===== config.mk =====
export PLATFORM = sky130hd
export DESIGN_NAME = regulator_vbus_control
export DESIGN_NICKNAME = d
export VERILOG_FILES = /design/src/verilog/regulator_vbus_pkg.sv /design/src/verilog/bus_power_if.sv /design/src/verilog/bus_power_detect.sv /design/src/verilog/regulator_vbus_control.sv
export SDC_FILE = /design/constraint.sdc
export NUM_CORES = 1
export LEC_CHECK = 0
export BUFFER_PORTS_ARGS = -buffer_cell sky130_fd_sc_hd__buf_2
export CAP_MARGIN = 40
export CORE_MARGIN = 3
export CORE_UTILIZATION = 37
export DETAILED_ROUTE_END_ITERATION = 16
export PLACE_DENSITY_LB_ADDON = 0.25
export SLEW_MARGIN = 20
export SYNTH_ARGS = -nofsm -noshare
export SYNTH_HDL_FRONTEND = slang
export SYNTH_SLANG_ARGS = --single-unit

===== constraint.sdc =====
create_clock -name sys_clk_in -period 1.2 [get_ports sys_clk_in]
set_input_delay 0.06 -clock sys_clk_in [delete_from_list [all_inputs] [get_ports sys_clk_in]]
set_output_delay 0.06 -clock sys_clk_in [all_outputs]
set_load 0.01 [all_outputs]

===== src/verilog/regulator_vbus_pkg.sv =====
// Purpose: Shared constants for the regulator control and bus-power detection logic
// Assumes: 8-bit special function register space with byte-wide data
// Notes: Reserved bits of the control register read as zero

package regulator_vbus_pkg;

  ////////////////////////////////////////////////////////////////////////////////
  // Register map
  localparam logic [7:0] REGULATOR_CONTROL_ADDR = 8'hC9;
  localparam logic [7:0] REGULATOR_CONTROL_RESET = 8'h00;

  ////////////////////////////////////////////////////////////////////////////////
  // Field positions
  localparam int unsigned REGULATOR_DISABLE_BIT = 7;
  localparam int unsigned BUS_POWER_STATUS_BIT = 6;
  localparam int unsigned BUS_POWER_POLARITY_BIT = 5;
  localparam int unsigned REGULATOR_LOW_POWER_SELECT_BIT = 4;

  ////////////////////////////////////////////////////////////////////////////////
  // Field and synchroniser reset values
  localparam logic REGULATOR_DISABLE_RESET = 1'b0;
  localparam logic BUS_POWER_POLARITY_RESET = 1'b0;
  localparam logic REGULATOR_LOW_POWER_SELECT_RESET = 1'b0;
  localparam logic BUS_POWER_SYNC_RESET = 1'b0;

  ////////////////////////////////////////////////////////////////////////////////
  // Polarity encoding
  typedef enum logic {
    POLARITY_LOW = 1'b0,
    POLARITY_HIGH = 1'b1
  } bus_power_polarity_t;

  // Address decode shared by the read and write paths
  function automatic logic regulator_control_hit(input logic [7:0] addr);
    regulator_control_hit = (addr == REGULATOR_CONTROL_ADDR);
  endfunction : regulator_control_hit

endpackage : regulator_vbus_pkg


===== src/verilog/bus_power_if.sv =====
// Purpose: Carries the synchronised bus-power level and polarity match between modules
// Assumes: Both ends run on the system clock
// Notes: The detector drives level and match, the register bank drives polarity

`timescale 1ns/1ps

interface bus_power_if;
  logic level;
  logic polarity;
  logic match;

  modport detector (
    output level,
    output match,
    input polarity
  );

  modport bank (
    input level,
    input match,
    output polarity
  );
endinterface : bus_power_if


===== src/verilog/bus_power_detect.sv =====
// Purpose: Synchronises the bus-power pin and compares it with the selected polarity
// Assumes: The pin is asynchronous to the system clock
// Notes: Two flip-flops of latency before the level is usable

`timescale 1ns/1ps

module bus_power_detect
  import regulator_vbus_pkg::*;
(
  // Clock and reset
  input wire logic sys_clk_in,
  input wire logic srst_in,
  // Cable pin
  input wire logic bus_power_pin_in,
  // Toward the register bank
  bus_power_if.detector bp
);

  logic meta_ff;
  logic sync_ff;
  logic nxt_meta;
  logic nxt_sync;

  ////////////////////////////////////////////////////////////////////////////////
  // Synchroniser; the first stage feeds only the second
  always_comb begin
    nxt_meta = bus_power_pin_in;
    nxt_sync = meta_ff;
    if (srst_in) begin
      nxt_meta = BUS_POWER_SYNC_RESET;
      nxt_sync = BUS_POWER_SYNC_RESET;
    end
  end

  always_ff @(posedge sys_clk_in) begin
    meta_ff <= nxt_meta;
    sync_ff <= nxt_sync;
  end

  ////////////////////////////////////////////////////////////////////////////////
  // Level match against the chosen polarity, no pending state kept
  assign bp.level = sync_ff;
  assign bp.match = (sync_ff == bp.polarity);

endmodule : bus_power_detect


===== src/verilog/regulator_vbus_control.sv =====
// Purpose: Regulator control register, bus-power status, interrupt and reset requests
// Assumes: Core drives address, strobes and write data synchronously to sys_clk_in
// Notes: Read data is registered and valid one cycle after the read strobe

`timescale 1ns/1ps

module regulator_vbus_control
  import regulator_vbus_pkg::*;
(
  // Clock and reset
  input wire logic sys_clk_in,
  input wire logic srst_in,
  // Special function register access
  input wire logic [7:0] sfr_addr_in,
  input wire logic sfr_wr_in,
  input wire logic sfr_rd_in,
  input wire logic [7:0] sfr_wdata_in,
  output logic [7:0] sfr_rdata_out,
  // Cable and system controls
  input wire logic bus_power_pin_in,
  input wire logic bus_power_irq_enable_in,
  input wire logic usb_reset_source_in,
  // Regulator and system requests
  output logic regulator_disable_out,
  output logic regulator_low_power_out,
  output logic bus_power_irq_out,
  output logic bus_power_reset_req_out
);

  bus_power_if bp ();

  ////////////////////////////////////////////////////////////////////////////////
  // Detector instance
  bus_power_detect u_detect (
    .sys_clk_in(sys_clk_in),
    .srst_in(srst_in),
    .bus_power_pin_in(bus_power_pin_in),
    .bp(bp.detector)
  );

  ////////////////////////////////////////////////////////////////////////////////
  // Control fields
  logic regulator_disable_ff;
  logic bus_power_polarity_ff;
  logic regulator_low_power_select_ff;
  logic nxt_regulator_disable;
  logic nxt_bus_power_polarity;
  logic nxt_regulator_low_power_select;
  logic wr_hit;

  assign wr_hit = sfr_wr_in && regulator_control_hit(sfr_addr_in);

  always_comb begin
    nxt_regulator_disable = regulator_disable_ff;
    nxt_bus_power_polarity = bus_power_polarity_ff;
    nxt_regulator_low_power_select = regulator_low_power_select_ff;
    if (srst_in) begin
      nxt_regulator_disable = REGULATOR_DISABLE_RESET;
      nxt_bus_power_polarity = BUS_POWER_POLARITY_RESET;
      nxt_regulator_low_power_select = REGULATOR_LOW_POWER_SELECT_RESET;
    end else if (wr_hit) begin
      // Status and reserved bits ignore writes
      nxt_regulator_disable = sfr_wdata_in[REGULATOR_DISABLE_BIT];
      nxt_bus_power_polarity = sfr_wdata_in[BUS_POWER_POLARITY_BIT];
      nxt_regulator_low_power_select = sfr_wdata_in[REGULATOR_LOW_POWER_SELECT_BIT];
    end
  end

  always_ff @(posedge sys_clk_in) begin
    regulator_disable_ff <= nxt_regulator_disable;
    bus_power_polarity_ff <= nxt_bus_power_polarity;
    regulator_low_power_select_ff <= nxt_regulator_low_power_select;
  end

  assign bp.polarity = bus_power_polarity_ff;

  ////////////////////////////////////////////////////////////////////////////////
  // Read path
  logic [7:0] rdata_ff;
  logic [7:0] nxt_rdata;

  always_comb begin
    nxt_rdata = 8'h00;
    if (!srst_in && sfr_rd_in && regulator_control_hit(sfr_addr_in)) begin
      nxt_rdata[REGULATOR_DISABLE_BIT] = regulator_disable_ff;
      nxt_rdata[BUS_POWER_STATUS_BIT] = bp.level;
      nxt_rdata[BUS_POWER_POLARITY_BIT] = bus_power_polarity_ff;
      nxt_rdata[REGULATOR_LOW_POWER_SELECT_BIT] = regulator_low_power_select_ff;
    end
  end

  always_ff @(posedge sys_clk_in) begin
    rdata_ff <= nxt_rdata;
  end

  ////////////////////////////////////////////////////////////////////////////////
  // Requests; registered so outputs come from flops, costing one cycle
  logic irq_ff;
  logic reset_req_ff;
  logic disable_out_ff;
  logic low_power_out_ff;
  logic nxt_irq;
  logic nxt_reset_req;
  logic nxt_disable_out;
  logic nxt_low_power_out;

  always_comb begin
    nxt_irq = bus_power_irq_enable_in && bp.match;
    nxt_reset_req = usb_reset_source_in && bp.match;
    nxt_disable_out = regulator_disable_ff;
    nxt_low_power_out = regulator_low_power_select_ff;
    if (srst_in) begin
      nxt_irq = 1'b0;
      nxt_reset_req = 1'b0;
      nxt_disable_out = REGULATOR_DISABLE_RESET;
      nxt_low_power_out = REGULATOR_LOW_POWER_SELECT_RESET;
    end
  end

  always_ff @(posedge sys_clk_in) begin
    irq_ff <= nxt_irq;
    reset_req_ff <= nxt_reset_req;
    disable_out_ff <= nxt_disable_out;
    low_power_out_ff <= nxt_low_power_out;
  end

  assign sfr_rdata_out = rdata_ff;
  assign regulator_disable_out = disable_out_ff;
  assign regulator_low_power_out = low_power_out_ff;
  assign bus_power_irq_out = irq_ff;
  assign bus_power_reset_req_out = reset_req_ff;

endmodule : regulator_vbus_control


==> results.json <==
{
  "stdcell_count": 88,
  "status": "finished clean",
  "p_clk_share_pct": 34.1,
  "die_area_um2": 1767,
  "grt_overflow": 0,
  "max_freq_mhz": 1205,
  "nets": 98,
  "fin_crit_ns": 0.8299,
  "seq_power_share_pct": 57.5,
  "p_per_area_nw_per_um2": 1186,
  "path_class": "register to register",
  "grt_pass1_vias": 363,
  "p_int_w": 0.0006059,
  "drt_iter0_markers": 2,
  "post_drt_via_cell_ratio": 4.216,
  "track_usage_pct": 11.17,
  "io_buffers": 25,
  "cts_setup_buffers": 0,
  "clock-sinks": 13,
  "cts_buffer_depth": 2,
  "antennaDiodeCount": 0,
  "setup_viol": 0,
  "ys_types": 17,
  "p_sw_w": 0.0001599,
  "dieHeight_um": 42.04,
  "slew_viol_final": 0,
  "grt_max_degree": 12,
  "p_leak_nw": 0.3302,
  "drc": 0,
  "cts_tree": "built",
  "rows": 12,
  "ys_top_cells_by_area": "dfxtp_1 (54%), nand2b_1 (7.8%), mux2i_1 (6.3%), buf_4 (6.3%), nor3b_1 (3.1%)",
  "antenna_found_initial": 0,
  "pin_count": 35,
  "area_growth_pct": 34.37,
  "die-width_um": 42.04,
  "first_pass_iters": 2,
  "place_inst": 81,
  "wl_per_cell_um": 9.830,
  "final_util_pct": 55.84,
  "rsz0062_at_grt": "false",
  "vdd_drop_max_mv": 0.5499,
  "clk_pin_slew_ns": 0.07,
  "seq_area_frac_synth_pct": 54.17,
  "coreArea_um2": 1156,
  "period_share_pct": 69.16,
  "holdWs_ns": 0.03875,
  "yosysWarnings": 0,
  "crit_fanout": 3,
  "cp.arrival_ns": 1.00,
  "fin_setup_tns_ns": 0,
  "syn_area_um2": 480.5,
  "syn_inst": 45,
  "drive_above_1_share_pct": 39.19,
  "power_frac_comb_pct": 8.5,
  "wl_um": 865,
  "synth_area_per_cell_um2": 10.68,
  "ys_seq_elements": 13,
  "yosysTopAreaCell": "dfxtp_1",
  "required_ns": 1.37,
  "hold_path_class": "input port to register",
  "cts-buffers-inserted": 3,
  "drv_cap": 0,
  "grt_pass1_wl_mm": 1.400,
  "crit_path_end_kind": "register",
  "switching_share_pct": 20.88,
  "critPathLaunchType": "register",
  "initial_core_util_pct": 41.56,
  "cts_max_level": 1,
  "dp_hpwl_um": 662.5,
  "cts-root-buf": "clkbuf_4",
  "finClkSkew_ns": 0.0007645,
  "via_count": 371,
  "hold_viol": 0,
  "synth_top_area_share_pct": 54.17,
  "clk_latency_ns": 0.27,
  "cts-resized-gates": 0,
  "final_antenna_net_count": 0,
  "gp_congestion": 0.6510
}
[stage by stage]
stage	worst slack (ns)	total power [W]	cell area, um2
after floorplan	0.3558	0.0004855	491.7
after detailed placement	0.1219	0.0005081	589.3
after global placement	0.1913	0.0005057	589.3
after CTS	0.3543	0.0007751	635.6
final	0.3701	0.0007658	645.6
after global routing	0.3154	0.0008084	645.6
[repair_timing]
action | 4_1_cts | 5_1_grt
setup endpoints to repair | 0 | 0
hold buffers | 2 | 1
hold endpoints to repair | 2 | 1
[synthesized netlist by cell type, drive strengths merged]
cell	number
dfxtp	13
nand2b	6
buf	5
mux2i	3
nor2	3
and2	2
inv	2
nor2b	2
nor3b	2
and3	1
and4b	1
clkbuf	1
conb	1
nand3	1
nor4b	1
xor2	1
[placed cells by master, fill, tap and decap left out]
cell / instances
xor2_1: 1
mux2i_1: 3
nor2b_1: 2
buf_2: 25
and2_1: 2
clkbuf_4: 3
nand2b_1: 6
inv_1: 2
nor3b_1: 2
and4b_1: 1
nand3_1: 1
nor2_1: 3
clkbuf_1: 1
dlygate4sd3_1: 3
and3_1: 1
dfxtp_1: 13
conb_1: 4
nor4b_2: 1
[worst max-delay path: stages, from the launching register on]
cell	delay, ns
dfxtp_1	0.37
xor2_1	0.15
nor2_1	0.06
and2_1	0.16
[worst paths after layout]
check | to | start | slack (ns) | cells past startpoint
hold / removal | bp.polarity$_SDFFE_PP0P_ | sfr_wdata_in[5] | 0.04 | 3
setup / recovery | bus_power_reset_req_out$_SDFF_PP0_ | bp.polarity$_SDFFE_PP0P_ | 0.37 | 3
hold reg to reg | u_detect.bp.level$_SDFF_PP0_ | u_detect.meta_ff$_SDFF_PP0_ | 0.44 | 1
setup reg to reg | bus_power_reset_req_out$_SDFF_PP0_ | bp.polarity$_SDFFE_PP0P_ | 0.37 | 3
[area by class of cell]
type | instances | area [um2]
flip-flops and latches | 13 | 260.3
repair buffers | 28 | 155.1
fillers | 116 | 510.5
inverters | 2 | 7.507
multi-input cells | 27 | 178.9
clock buffers | 4 | 26.28
well taps | 14 | 17.52
[power by group through the flow]
stage / sequential [W] / combinational, W / clock, W
floorplan: 0.000452 / 0.0000333 / 0
global placement: 0.000450 / 0.0000559 / 0
detailed placement: 0.000451 / 0.0000575 / 0
CTS: 0.000440 / 0.0000625 / 0.000272
global route: 0.000441 / 0.0000730 / 0.000295
finish: 0.000440 / 0.0000649 / 0.000261
[layer usage]
layer  track usage (%)  wire length, um
met3             6.867               72
met4             7.453               11
met1             8.158              296
met2             20.68              484
met5                 0                0
[logic make-up (layout without fill, tap and decap cells)]
logic type / count (synthesis) / in the layout / synth area share, %
other: 1 / 4 / 0.7805
buffers and inverters: 8 / 34 / 10.94
muxes: 3 / 3 / 6.250
xor gates and xnor gates: 1 / 1 / 1.823
and+or+nand+nor: 19 / 19 / 26.04
DFF: 13 / 13 / 54.17
[state kept, by name, indices dropped and copies added (netlist names)]
register                       flops
bp.polarity                        1
u_detect.meta_ff                   1
u_detect.bp.level                  1
regulator_disable_ff               1
regulator_low_power_select_ff      1
sfr_rdata_out                      4
regulator_disable_out              1
regulator_low_power_out            1
bus_power_reset_req_out            1
bus_power_irq_out                  1
No activity file was read; power rests on OpenSTA's default activity.
